$ cat config.mk
export PLATFORM = sky130hd
export DESIGN_NAME = sfcrp_top
export DESIGN_NICKNAME = d
export VERILOG_FILES = /design/src/rtl/sfcrp_pkg.sv /design/src/rtl/sfcrp_stream_if.sv /design/src/rtl/sfcrp_top.sv /design/src/rtl/sfcrp_sync.sv /design/src/rtl/sfcrp_fifo.sv
export SDC_FILE = /design/constraint.sdc
export NUM_CORES = 1
export LEC_CHECK = 0
export BUFFER_PORTS_ARGS = -buffer_cell sky130_fd_sc_hd__buf_2
export CAP_MARGIN = 30
export CORE_MARGIN = 2
export CORE_UTILIZATION = 60
export CTS_CLUSTER_SIZE = 40
export DETAILED_ROUTE_END_ITERATION = 7
export PLACE_DENSITY = 0.8
export SYNTH_ARGS = -nofsm -noshare
export SYNTH_HDL_FRONTEND = slang
export SYNTH_SLANG_ARGS = --single-unit
$ cat constraint.sdc
create_clock -name ref_clk -period 4.09 [get_ports ref_clk]
set_input_delay 0.2045 -clock ref_clk [delete_from_list [all_inputs] [get_ports ref_clk]]
set_output_delay 0.2045 -clock ref_clk [all_outputs]
set_load 0.01 [all_outputs]
$ cat src/rtl/sfcrp_pkg.sv
// Operation
// - 1Bh read: address, two dummy, data
// - 0Bh read: address, one dummy, data
// - 03h read: address then data directly
// - address counter advances per read byte
// - single read: one bit per clock, MSB first
// - wrap to zero past last byte, no gap
// - CS high ends read, output floats
// - 3Bh dual read: address, one dummy
// - dual read: two bits per clock, MSB on SO
// - CS high ends dual read, both float
// - decode 02h and A2h program commands
// - decode erase, suspend and resume opcodes
// - decode write enable, protect, read protect
// - decode lockdown, freeze, read lockdown
// - decode OTP program and OTP read
// - decode status read and status writes
// - decode ID read, data out only
// - decode power-down, wake and reset
// - CS low, 8-bit opcode, MSB first
// - bad opcode or early CS: ignore, idle
// - 24-bit address, top four bits ignored
// - sample on rising, shift on falling edge
package sfcrp_pkg;
	localparam int         ADDR_W    = 20;    // array address bits
	localparam int         BYTE_W    = 8;     // serial byte
	localparam int         FIFO_D    = 16;    // prefetch words
	localparam logic [1:0] DUM_ONE   = 2'h1;  // one dummy byte
	localparam logic [1:0] DUM_TWO   = 2'h2;  // two dummy bytes
	localparam logic [1:0] ADDR_LAST = 2'h2;  // third address byte
	localparam logic [3:0] SYNC_RST  = 4'h4;  // pins idle, cs high
	localparam logic [7:0] UNDERRUN  = 8'hFF; // empty buffer byte
	localparam logic [7:0] OP_RD_2D  = 8'h1B;
	localparam logic [7:0] OP_RD_1D  = 8'h0B;
	localparam logic [7:0] OP_RD_0D  = 8'h03;
	localparam logic [7:0] OP_RD_DU  = 8'h3B;
	localparam logic [7:0] OP_ER_4K  = 8'h20;
	localparam logic [7:0] OP_ER_32K = 8'h52;
	localparam logic [7:0] OP_ER_64K = 8'hD8;
	localparam logic [7:0] OP_ER_CA  = 8'h60;
	localparam logic [7:0] OP_ER_CB  = 8'hC7;
	localparam logic [7:0] OP_PP     = 8'h02;
	localparam logic [7:0] OP_PP_DU  = 8'hA2;
	localparam logic [7:0] OP_SUSP   = 8'hB0;
	localparam logic [7:0] OP_RESUME = 8'hD0;
	localparam logic [7:0] OP_WREN   = 8'h06;
	localparam logic [7:0] OP_WRDIS  = 8'h04;
	localparam logic [7:0] OP_PROT   = 8'h36;
	localparam logic [7:0] OP_UNPROT = 8'h39;
	localparam logic [7:0] OP_RDPROT = 8'h3C;
	localparam logic [7:0] OP_LOCK   = 8'h33;
	localparam logic [7:0] OP_FREEZE = 8'h34;
	localparam logic [7:0] OP_RDLOCK = 8'h35;
	localparam logic [7:0] OP_OTP_PG = 8'h9B;
	localparam logic [7:0] OP_OTP_RD = 8'h77;
	localparam logic [7:0] OP_RDSTAT = 8'h05;
	localparam logic [7:0] OP_WRST1  = 8'h01;
	localparam logic [7:0] OP_WRST2  = 8'h31;
	localparam logic [7:0] OP_RESET  = 8'hF0;
	localparam logic [7:0] OP_ID     = 8'h9F;
	localparam logic [7:0] OP_SLEEP  = 8'hB9;
	localparam logic [7:0] OP_WAKE   = 8'hAB;

	// frame phase, gray along idle-opcode-address-dummy-data
	typedef enum logic [2:0] {
		PH_IDLE = 3'h0, PH_OPC = 3'h1, PH_ADDR = 3'h3,
		PH_DUMMY = 3'h2, PH_DATA = 3'h6, PH_IGNORE = 3'h7
	} sfcrp_phase_t;

	// data phase kind
	typedef enum logic [2:0] {
		DIR_NONE, DIR_IN, DIR_DIN, DIR_OUT, DIR_ARR, DIR_DARR
	} sfcrp_dir_t;

	typedef struct packed {
		logic       ok;    // supported opcode
		logic       addr;  // three address bytes follow
		logic [1:0] dummy; // dummy byte count
		sfcrp_dir_t dir;
	} sfcrp_cmd_t;

	// opcode map
	function automatic sfcrp_cmd_t sfcrp_decode(input logic [7:0] op);
		sfcrp_cmd_t c;
		c = '{ok: 1'b1, addr: 1'b1, dummy: 2'h0, dir: DIR_NONE};
		case (op)
			OP_RD_2D:  begin c.dummy = DUM_TWO; c.dir = DIR_ARR; end
			OP_RD_1D:  begin c.dummy = DUM_ONE; c.dir = DIR_ARR; end
			OP_RD_0D:  c.dir = DIR_ARR;
			OP_RD_DU:  begin c.dummy = DUM_ONE; c.dir = DIR_DARR; end
			OP_ER_4K, OP_ER_32K, OP_ER_64K, OP_PROT, OP_UNPROT: ;
			OP_ER_CA, OP_ER_CB, OP_SUSP, OP_RESUME, OP_WREN,
			OP_WRDIS, OP_SLEEP, OP_WAKE: c.addr = 1'b0;
			OP_PP, OP_LOCK, OP_FREEZE, OP_OTP_PG: c.dir = DIR_IN;
			OP_PP_DU:  c.dir = DIR_DIN;
			OP_RDPROT, OP_RDLOCK: c.dir = DIR_OUT;
			OP_OTP_RD: begin c.dummy = DUM_TWO; c.dir = DIR_OUT; end
			OP_RDSTAT, OP_ID: begin c.addr = 1'b0; c.dir = DIR_OUT; end
			OP_WRST1, OP_WRST2, OP_RESET:
			begin
				c.addr = 1'b0;
				c.dir = DIR_IN;
			end
			default:   c.ok = 1'b0;
		endcase
		return c;
	endfunction
endpackage

$ cat src/rtl/sfcrp_stream_if.sv
`timescale 1ns/1ps
interface sfcrp_stream_if #(parameter int W = 8);
	logic [W-1:0] wData;  // word into buffer
	logic         wValid; // word offered
	logic         wReady; // buffer has room
	logic [W-1:0] rData;  // oldest word
	logic         rValid; // buffer not empty
	logic         rReady; // consumer takes word
	logic         flush;  // drop all contents
	modport fifo (input wData, wValid, rReady, flush,
		output wReady, rData, rValid);
	modport user (output wData, wValid, rReady, flush,
		input wReady, rData, rValid);
endinterface // sfcrp_stream_if

$ cat src/rtl/sfcrp_top.sv
`timescale 1ns/1ps
module sfcrp_top #(
	parameter int FIFO_DEPTH = sfcrp_pkg::FIFO_D // prefetch words
)(
	input  logic                         ref_clk,
	input  logic                         reset_n,
	input  logic                         spiClk,
	input  logic                         csN,
	input  logic                         siIn,
	output logic                         siOut,
	output logic                         siOeN,
	input  logic                         soIn,
	output logic                         soOut,
	output logic                         soOeN,
	output logic [sfcrp_pkg::ADDR_W-1:0] arrAddr,
	output logic                         arrReq,
	input  logic                         arrAck,
	input  logic [sfcrp_pkg::BYTE_W-1:0] arrData,
	output logic                         respReq,
	input  logic [sfcrp_pkg::BYTE_W-1:0] respData,
	output logic [sfcrp_pkg::BYTE_W-1:0] cmdOp,
	output logic [sfcrp_pkg::ADDR_W-1:0] cmdAddr,
	output logic                         cmdStart,
	output logic [sfcrp_pkg::BYTE_W-1:0] cmdByte,
	output logic                         cmdByteValid,
	output logic                         cmdEnd,
	output logic                         cmdAligned
);
	import sfcrp_pkg::*;

	// ****************************************
	// pin synchronisation
	// ****************************************
	logic [3:0]    syncQ;    // clk, cs, si, so levels
	logic [3:0]    syncRise; // rising edges
	logic [3:0]    syncFall; // falling edges
	logic          sckRise;  // host clock rose
	logic          sckFall;  // host clock fell
	logic          csS;      // chip select deasserted
	logic          csEnd;    // deassert moment

	sfcrp_sync #(.W(4), .RST(SYNC_RST)) u_sync (
		.ref_clk (ref_clk),
		.reset_n (reset_n),
		.din     ({spiClk, csN, siIn, soIn}),
		.q       (syncQ),
		.rise    (syncRise),
		.fall    (syncFall)
	);

	assign sckRise = syncRise[3];
	assign sckFall = syncFall[3];
	assign csS     = syncQ[2];
	assign csEnd   = syncRise[2];

	// ****************************************
	// command framing
	// ****************************************
	sfcrp_phase_t phase;     // frame phase
	sfcrp_cmd_t   cmd;       // decoded opcode of frame
	sfcrp_cmd_t   dec;       // decode of byte in flight
	logic [2:0]   bitCnt;    // bit within byte
	logic [1:0]   byteIdx;   // byte within phase
	logic [7:0]   inSh;      // input shifter
	logic [7:0]   inByte;    // shifter with current bits
	logic [15:0]  addrSh;    // first two address bytes
	logic [23:0]  addrFull;  // whole host address
	logic         dualIn;    // two bits per clock in
	logic         byteDone;  // last bit of byte sampled
	logic         phaseEnd;  // last byte of phase
	logic         addrDone;  // address complete
	logic         arrStart;  // array read begins

	assign dualIn   = phase == PH_DATA && cmd.dir == DIR_DIN;
	assign inByte   = dualIn ? {inSh[5:0], syncQ[0], syncQ[1]}
		: {inSh[6:0], syncQ[1]};
	assign dec      = sfcrp_decode(inByte);
	assign byteDone = sckRise && bitCnt == (dualIn ? 3'h6 : 3'h7);
	assign addrFull = {addrSh, inByte};
	assign addrDone = byteDone && phase == PH_ADDR
		&& byteIdx == ADDR_LAST;
	assign phaseEnd = phase == PH_OPC ||
		(phase == PH_ADDR && byteIdx == ADDR_LAST) ||
		(phase == PH_DUMMY && byteIdx == cmd.dummy - 2'h1);
	assign arrStart = addrDone &&
		(cmd.dir == DIR_ARR || cmd.dir == DIR_DARR);

	// phase sequencing, cs high always returns to idle
	always_ff @(posedge ref_clk or negedge reset_n)
	begin
		if (!reset_n)
			phase <= PH_IDLE;
		else if (csS)
			phase <= PH_IDLE;
		else if (phase == PH_IDLE)
			phase <= PH_OPC;
		else if (byteDone)
		begin
			unique case (phase)
				// unsupported codes park until cs high
				PH_OPC:
					if (!dec.ok)
						phase <= PH_IGNORE;
					else if (dec.addr)
						phase <= PH_ADDR;
					else
						phase <= PH_DATA;
				// dummy count from the opcode map
				PH_ADDR:
					if (phaseEnd)
						phase <= (cmd.dummy != 2'h0) ? PH_DUMMY
							: PH_DATA;
				PH_DUMMY:
					if (phaseEnd)
						phase <= PH_DATA;
				PH_IDLE, PH_DATA, PH_IGNORE: ;
			endcase
		end
	end

	// bit and byte counters
	always_ff @(posedge ref_clk or negedge reset_n)
	begin
		if (!reset_n)
		begin
			bitCnt  <= 3'h0;
			byteIdx <= 2'h0;
		end
		else if (csS || phase == PH_IDLE)
		begin
			bitCnt  <= 3'h0;
			byteIdx <= 2'h0;
		end
		else if (sckRise)
		begin
			// dual in and dual out move two bits per clock
			bitCnt <= bitCnt + ((dualIn || (phase == PH_DATA
				&& cmd.dir == DIR_DARR)) ? 3'h2 : 3'h1);
			if (byteDone)
				byteIdx <= phaseEnd ? 2'h0 : byteIdx + 2'h1;
		end
	end

	// input shifting and capture, MSB first
	always_ff @(posedge ref_clk or negedge reset_n)
	begin
		if (!reset_n)
		begin
			inSh   <= 8'h00;
			addrSh <= 16'h0000;
			cmd    <= '{ok: 1'b0, addr: 1'b0, dummy: 2'h0,
				dir: DIR_NONE};
		end
		else if (sckRise && phase != PH_IDLE)
		begin
			inSh <= inByte;
			if (byteDone && phase == PH_OPC)
				cmd <= dec;
			if (byteDone && phase == PH_ADDR)
				addrSh <= addrFull[15:0];
		end
	end

	// ****************************************
	// command report outputs
	// ****************************************
	always_ff @(posedge ref_clk or negedge reset_n)
	begin
		if (!reset_n)
		begin
			cmdOp        <= 8'h00;
			cmdAddr      <= '0;
			cmdStart     <= 1'b0;
			cmdByte      <= 8'h00;
			cmdByteValid <= 1'b0;
			cmdEnd       <= 1'b0;
			cmdAligned   <= 1'b0;
		end
		else
		begin
			// start only once opcode and address are whole
			cmdStart <= byteDone && ((phase == PH_OPC && dec.ok
				&& !dec.addr) || addrDone);
			if (byteDone && phase == PH_OPC)
				cmdOp <= inByte;
			if (addrDone)
				cmdAddr <= addrFull[ADDR_W-1:0];
			// incoming data bytes of write commands
			cmdByteValid <= byteDone && phase == PH_DATA &&
				(cmd.dir == DIR_IN || cmd.dir == DIR_DIN);
			if (byteDone && phase == PH_DATA)
				cmdByte <= inByte;
			// frame end, with byte alignment for aborts
			cmdEnd     <= csEnd && phase != PH_IDLE;
			cmdAligned <= bitCnt == 3'h0;
		end
	end

	// ****************************************
	// array fetch and prefetch buffer
	// ****************************************
	sfcrp_stream_if #(.W(BYTE_W)) bufIf ();
	logic fetching; // prefetch engine active

	sfcrp_fifo #(.W(BYTE_W), .D(FIFO_DEPTH)) u_fifo (
		.ref_clk (ref_clk),
		.reset_n (reset_n),
		.s       (bufIf)
	);

	assign arrReq       = fetching && bufIf.wReady;
	assign bufIf.wValid = arrReq && arrAck;
	assign bufIf.wData  = arrData;
	assign bufIf.flush  = csS || arrStart;

	// address counter, natural wrap past last location
	always_ff @(posedge ref_clk or negedge reset_n)
	begin
		if (!reset_n)
		begin
			fetching <= 1'b0;
			arrAddr  <= '0;
		end
		else if (csS)
			fetching <= 1'b0;
		else if (arrStart)
		begin
			fetching <= 1'b1;
			arrAddr  <= addrFull[ADDR_W-1:0];
		end
		else if (arrReq && arrAck)
			arrAddr <= arrAddr + 1'b1;
	end

	// ****************************************
	// serial output
	// ****************************************
	logic       outDir;  // frame returns data
	logic       arrDir;  // data from array buffer
	logic       dualOut; // two bits per clock out
	logic       loadNow; // falling edge needs new byte
	logic       drv;     // pins driven
	logic [7:0] srcByte; // next byte to send
	logic [7:0] outSh;   // output shifter
	logic [1:0] outCnt;  // beat within byte in dual mode, zero when a load is due

	assign arrDir  = cmd.dir == DIR_ARR || cmd.dir == DIR_DARR;
	assign outDir  = arrDir || cmd.dir == DIR_OUT;
	assign dualOut = cmd.dir == DIR_DARR;
	assign loadNow = sckFall && phase == PH_DATA && outDir
		&& outCnt == 2'h0 && !csS;
	assign srcByte = !arrDir ? respData
		: (bufIf.rValid ? bufIf.rData : UNDERRUN);
	assign bufIf.rReady = loadNow && arrDir;
	assign respReq      = loadNow && !arrDir;
	assign soOeN = !drv;
	assign siOeN = !(drv && dualOut);

	// output counter and drive flag
	logic [2:0] outIdx; // bits sent in byte, single line
	always_ff @(posedge ref_clk or negedge reset_n)
	begin
		if (!reset_n)
		begin
			drv    <= 1'b0;
			outCnt <= 2'h0;
			outIdx <= 3'h0;
		end
		else if (csS || phase != PH_DATA)
		begin
			drv    <= 1'b0;
			outCnt <= 2'h0;
			outIdx <= 3'h0;
		end
		else if (sckFall && outDir)
		begin
			drv <= 1'b1;
			if (dualOut)
				outCnt <= outCnt + 2'h1;
			else
			begin
				outIdx <= outIdx + 3'h1;
				outCnt <= (outIdx == 3'h7) ? 2'h0 : 2'h1;
			end
		end
	end

	// shift data on falling edge, MSB first
	always_ff @(posedge ref_clk or negedge reset_n)
	begin
		if (!reset_n)
		begin
			soOut <= 1'b0;
			siOut <= 1'b0;
			outSh <= 8'h00;
		end
		else if (loadNow)
		begin
			soOut <= srcByte[7];
			siOut <= srcByte[6];
			outSh <= dualOut ? {srcByte[5:0], 2'b00}
				: {srcByte[6:0], 1'b0};
		end
		else if (sckFall && drv && !csS)
		begin
			soOut <= outSh[7];
			siOut <= outSh[6];
			outSh <= dualOut ? {outSh[5:0], 2'b00}
				: {outSh[6:0], 1'b0};
		end
	end
endmodule // sfcrp_top

$ cat src/rtl/sfcrp_sync.sv
`timescale 1ns/1ps
module sfcrp_sync #(
	parameter int             W   = 1,
	parameter logic [W-1:0]   RST = '0
)(
	input  logic         ref_clk,
	input  logic         reset_n,
	input  logic [W-1:0] din,
	output logic [W-1:0] q,
	output logic [W-1:0] rise,
	output logic [W-1:0] fall
);
	logic [W-1:0] meta; // first stage, read by q only
	logic [W-1:0] last; // previous q for edges

	// two-stage synchroniser plus edge history
	always_ff @(posedge ref_clk or negedge reset_n)
	begin
		if (!reset_n)
		begin
			meta <= RST;
			q    <= RST;
			last <= RST;
		end
		else
		begin
			meta <= din;
			q    <= meta;
			last <= q;
		end
	end

	assign rise = q & ~last;
	assign fall = ~q & last;
endmodule // sfcrp_sync

$ cat src/rtl/sfcrp_fifo.sv
`timescale 1ns/1ps
module sfcrp_fifo #(
	parameter int W = 8,
	parameter int D = 16
)(
	input logic         ref_clk,
	input logic         reset_n,
	sfcrp_stream_if.fifo s
);
	localparam int AW = $clog2(D);

	logic [W-1:0] mem [D]; // storage, D a power of two
	logic [AW:0]  wPtr;    // write pointer, wrap bit on top
	logic [AW:0]  rPtr;    // read pointer
	logic         push;
	logic         pop;

	assign s.rValid = wPtr != rPtr;
	assign s.wReady = (wPtr[AW] == rPtr[AW]) ||
		(wPtr[AW-1:0] != rPtr[AW-1:0]);
	assign s.rData  = mem[rPtr[AW-1:0]];
	assign push     = s.wValid && s.wReady && !s.flush;
	assign pop      = s.rValid && s.rReady && !s.flush;

	// storage write
	always_ff @(posedge ref_clk)
		if (push)
			mem[wPtr[AW-1:0]] <= s.wData;

	// pointers, flush empties
	always_ff @(posedge ref_clk or negedge reset_n)
	begin
		if (!reset_n)
		begin
			wPtr <= '0;
			rPtr <= '0;
		end
		else if (s.flush)
		begin
			wPtr <= '0;
			rPtr <= '0;
		end
		else
		begin
			if (push)
				wPtr <= wPtr + 1'b1;
			if (pop)
				rPtr <= rPtr + 1'b1;
		end
	end
endmodule // sfcrp_fifo

# Word-level counts from Yosys, hierarchy flattened
# Memory sizes are Yosys's and may differ from the RTL's.
# Cells that the tools add are included.
totals:
  inputBits: 23
  ramBits: 128
  ff_bits: 131
  n_memories: 1
mem_list:
  columns: ["memory", "depth", "width", "read_ports", "rd_clocked_by_memory_dff", "wr", "line_no", "text"]
  rows:
  - ["u_fifo.mem", 16, 8, 1, 0, 1, "sfcrp_fifo.sv:12", "logic [W-1:0] mem [D];"]
op_classes:
  bitwise_logic: 5
  eq_ne: 50
  mux: 50
  reduce_logical: 76
  addsub: 8
op_table:
  columns: ["op", "count"]
  rows:
  - ["$eq 8x8->1 const B", 10]
  - ["$eq 8x6->1 const B", 9]
  - ["$mux 8", 7]
  - ["$mux 20", 2]
  - ["$mux 3", 13]
  - ["$logic_and 1x1->1", 32]
  - ["$reduce_or 30->1", 1]
  - ["$eq 8x3->1 const B", 3]
  - ["$eq 8x7->1 const B", 3]
  - ["$add 20x1->20 const B", 1]
  - ["$mux 5", 4]
  - ["$reduce_bool 2->1", 9]
  - ["$eq 8x2->1 const B", 2]
  - ["$mux 2", 8]
  - ["$pmux 3 s5", 1]
  - ["$mux 1", 13]
  - ["$reduce_or 13->1", 1]
  - ["$eq 3x2->1 const B", 4]
  - ["$eq 3x3->1 const B", 4]
  - ["$logic_or 1x1->1", 11]
  - ["$add 5x1->5 const B", 2]
  - ["$reduce_and 2->1", 5]
  - ["$pmux 3 s3", 1]
  - ["$and 4x4->4", 2]
  - ["30 further kinds", 41]

# Depth between registers and ports, before layout
depth:
  depth_word: 13
  depth_mapped: 11
  mapped_depth_nobuf: 10

# By module
# From an unflattened synthesis, not the netlist that was laid out.
unflattened:
  cells_unflattened: 1067
  hier_area_um2: 12435.7
modules_own_cells:
  columns: ["mod", "area_each_um2", "seq_area_each_um2", "cells_per_inst", "instances"]
  rows:
  - ["sfcrp_top", 6226.0, 2702.6, 716, 1]
  - ["sfcrp_fifo", 5835.6, 4093.9, 331, 1]
  - ["sfcrp_sync", 374.1, 304.0, 20, 1]

# Worst setup path after synthesis
# Ideal clock, no wire load.
synth_timing:
  path_kind: "register -> register"
  start: "register u_fifo.wPtr[2]"
  end: "memory u_fifo.mem[0][0], enable pin"
  stages_incl_launch_ff: 11
  synth_period_minus_slack_ns: 2.871
  slack_ns: 1.219
  required_time_ns: 3.707
  arrival_time_ns: 2.488
  cell_sequence: "dfrtp_1 > clkbuf_1 > xor2_1 > nor4_2 > a21boi_1 > and2_1 > buf_2 > o21bai_2 > nor2_1 > nand2_1 > nor3_1"
synth_via:
  elab_chain_cells: 8
synth_lines:
  columns: ["item", "line_no", "text"]
  rows:
  - ["from (decl)", "sfcrp_fifo.sv:13", "logic [AW:0] wPtr;"]
  - ["from (signal assigned)", "sfcrp_fifo.sv:46", "wPtr <= wPtr + 1'b1;"]
  - ["$ne 4x4->1", "sfcrp_fifo.sv:20", "(wPtr[AW-1:0] != rPtr[AW-1:0]);"]
  - ["$logic_or 1x1->1", "sfcrp_fifo.sv:19", "assign s.wReady = (wPtr[AW] == rPtr[AW]) ||"]
  - ["$logic_and 1x1->1", "sfcrp_top.sv:211", "assign arrReq = fetching && bufIf.wReady;"]
  - ["named net arrReq", "sfcrp_top.sv:16", "output logic arrReq,"]
  - ["$logic_and 1x1->1", "sfcrp_top.sv:212", "assign bufIf.wValid = arrReq && arrAck;"]
  - ["$logic_and 1x1->1 (2 in series)", "sfcrp_fifo.sv:22", "assign push = s.wValid && s.wReady && !s.flush;"]
  - ["$mux 1", "sfcrp_fifo.sv:27", "if (push)"]
  - ["$mux 1 (not written as such)", "sfcrp_fifo.sv:28", "mem[wPtr[AW-1:0]] <= s.wData;"]
  - ["to (decl)", "sfcrp_fifo.sv:12", null]
# The timed path passes the listed nets, and every way through them passes these cells.

# Worst setup path after layout
layout_timing:
  start: "register u_fifo.rPtr[3]"
  end: "memory u_fifo.mem[9][1], enable pin"
layout_via:
  elab_chain_cells: 8
layout_lines:
  columns: ["item", "line_no", "text"]
  rows:
  - ["from (decl)", "sfcrp_fifo.sv:14", "logic [AW:0] rPtr;"]
  - ["from (signal assigned)", "sfcrp_fifo.sv:48", "rPtr <= rPtr + 1'b1;"]
  - ["$ne 4x4->1 *", "sfcrp_fifo.sv:20", null]
  - ["$logic_or 1x1->1 *", "sfcrp_fifo.sv:19", null]
  - ["$logic_and 1x1->1", "sfcrp_top.sv:211", null]
  - ["$logic_and 1x1->1", "sfcrp_top.sv:212", null]
  - ["$logic_and 1x1->1 * (2 in series)", "sfcrp_fifo.sv:22", null]
  - ["$mux 1 *", "sfcrp_fifo.sv:27", null]
  - ["$mux 1 (not written as such) *", "sfcrp_fifo.sv:28", null]
# Every way passes the cells marked *; elsewhere a longest branch is shown, timed or not.

==> out/qor.yml <==
cts_hold_buf: 5
rows: 51
post-route-util_pct: 69.49
crit_arrival_ns: 3.45
worst_pin_slew_ns: 0.9605
combPwrFrac_pct: 10.9
grt_overflow: 0
drv_cap: 0
first_pass_iters: 5
final_net_count: 1101
synth_edf_count: 128
muxShareOfSynthArea_pct: 9.128
synth_adder_area_share_pct: 1.445
path_max_fanout: 11
final_common_cell: "edfxtp_1"
hp-class: "in2reg"
viasPerCell: 6.252
synthCells: 982
grt_pass1_wl_microns: 45540
clock.fmax_mhz: 305.2
ff2ff_setup_slack_ns: 0.81
antenna_found_initial: 0
synth_top_family_by_area: "simple AND/OR/NAND/NOR gates"
wl_microns: 29450
ys_dominant_reg_cell: "edfxtp_1"
insertion_delay_ns: 0.55
drive_above_1_share_pct: 21.38
portBuffers: 88
wl_per_cell_microns: 21.82
clk_path_buf_depth: 3
p_clk_share_pct: 41.4
cts_sinks: 256
num_vias: 8440
cts_resized: 0
worstSetupEndpointType: "register"
fp.dieArea_sq_um: 20760
multi_input_area_sq_um: 4405
grt_pass1_vias: 8022
placed_area_sq_um: 12440
seqPwrFrac_pct: 47.7
seq_area_sq_um: 7052
synth_compound_area_share_pct: 10.93
coreArea_sq_um: 19330
slew_violations: 0
rsz0062_at_grt: "false"
syn_to_final_growth_pct: 14.10
grt_usage_pct: 28.90
ys_ff_latch: 256
setup_viol_count_final: 0
mostFrequentLayoutCells: "edfxtp_1, dfrtp_1, nand2_1"
setup_tns_ns: 0
irDropWorstVdd_uv: 427.4
yosys.area_share.simple_pct: 14.38
n_antenna_cell: 0
slew_headroom_pct: 35.73
cts_tree: "done"
die_x_microns: 144.1
cts_buffers: 27
power_density_nw_per_um2: 461.8
root_buffer: "clkbuf_16"
cp.required_ns: 4.26
fin_skew_ns: 0.01106
timing.hold.ws_ns: 0.01261
p_leak_nw: 5.342
avgSynthCellArea_sq_um: 11.99
cts_setup_buffers: 0
p_sw_share_pct: 26.45
outcome: "completed"
synth_nets: 1018
async_flop_share_pct: 50.00
hold_viol: 0
drc: 0
netlist-cell-type-count: 77
cts.reportedPaths.clkPinSlew_ns: 0.07
period_minus_slack_ns: 3.277
fin_crit_sh_pct: 80.11
drtIter0Drc: 857
nFillCells: 1353
cp-start-kind: "register"
h-tree-depth: 1
top_level_ports: 89
routabilityCongestion: 1.015
netlist_area_sq_um: 11780
synth_seq_area_share_pct: 59.88
antenna_left: 0
hpwl_microns: 19080
p_switching_mw: 1.641
synthXorXnorAreaFrac_pct: 1.488
initial_utilization_pct: 60.90
p_int_mw: 4.563
critPathKind: "reg2reg"
grt_max_degree: 101
finish.instance_area_sq_um: 13440
dieHeight_microns: 144.1
yosysWarnings: 0
[final timing paths]
check                      cells after the start                    endpoint                  startpoint
hold / removal                                 3        outSh[7]$_DFFE_PN0P_                 respData[6]
setup reg to reg                               8  u_fifo.mem[9][1]$_DFFE_PP_  u_fifo.rPtr[3]$_DFFE_PN0P_
hold reg to reg                                0       u_sync.q[2]$_DFF_PN1_    u_sync.meta[2]$_DFF_PN1_
max in group asynchronous                      3  u_fifo.rPtr[0]$_DFFE_PN0P_                     reset_n
setup / recovery                               8  u_fifo.mem[9][1]$_DFFE_PP_  u_fifo.rPtr[3]$_DFFE_PN0P_
min in group asynchronous                      2        outSh[1]$_DFFE_PN0P_                     reset_n
[flip-flops by register name (all words and copies together) (netlist names), 4 cells and up]
signal	cells
addrSh	12
inSh	7
u_fifo.wPtr	5
u_sync.q	4
cmdAddr	20
cmdOp	8
outSh	7
u_fifo.rPtr	5
u_fifo.mem	128
arrAddr	20
cmdByte	8
u_sync.meta	4
cmd	5
[layout make-up]
cell class                      count  area share, %
Clock inverter                     18          1.583
Sequential cell                   256          52.49
Tap cell                          265          2.468
Clock buffer                       31          5.439
Inverter                           15         0.4191
Multi-Input combinational cell    652          32.79
Timing Repair Buffer              113          4.815
[power groups by stage]
stage	clock (mW)	sequential (mW)	combinational (mW)
CTS	2.58	2.95	0.664
detailed placement	0	3.00	0.656
global route	2.69	2.97	0.732
finish	2.57	2.96	0.676
floorplan	0	2.85	0.557
global placement	0	3.00	0.652
[cell usage after synthesis (all sizes together) (7+ instances only)]
cell type,instances,area (sq um)
edfxtp,128,3844
xnor2,9,78.83
nand3,32,160.2
nor2,97,371.6
buf,24,136.4
nand2,118,442.9
ha,12,150.1
or3,7,53.80
and3,8,50.05
mux2,11,123.9
inv,15,56.30
o22ai,15,93.84
a21oi,93,473.0
nor3,29,145.1
mux4,40,900.9
nor2b,10,62.56
nand2b,12,75.07
clkbuf,35,131.4
o21ai,45,236.5
dfrtp,125,3128
xor2,11,96.34
[cell families after synthesis]
kind of cell / Yosys count
simple gates: 354
compound gates: 209
buf+inv: 74
flops: 256
xor+xnor: 20
fa+ha+maj: 13
mux: 56
[critical path, cell delays in order (launching register included)]
cell and delay, ns:
dfrtp_1 0.75, xor2_1 0.24, nor4_2 0.10, a21boi_1 0.21, and2_1 0.31, o21bai_2 0.11
nor2_1 0.32, nand2_1 0.20, nor2_1 0.65
[stage by stage]
step / total power [mW] / worst slack, ns / instances
2_1_floorplan: 3.410 / 1.219 / 982
3_3_place_gp: 3.654 / 1.088 / 1296
3_5_place_dp: 3.660 / 0.9105 / 1296
4_1_cts: 6.199 / 0.8675 / 1350
5_1_grt: 6.396 / 0.6296 / 1350
6_report: 6.205 / 0.8135 / 1350
[layer usage]
metal / up-vias / share of wire [%] / global-route usage [%]
met5: - / 0 / 0
met1: 4167 / 42 / 42.77
met2: 444 / 48 / 46.04
met4: 0 / 2.3 / 7.224
li1: 3771 / - / -
met3: 58 / 8.0 / 4.139
Note: power is estimated with default switching activity, not from simulation.
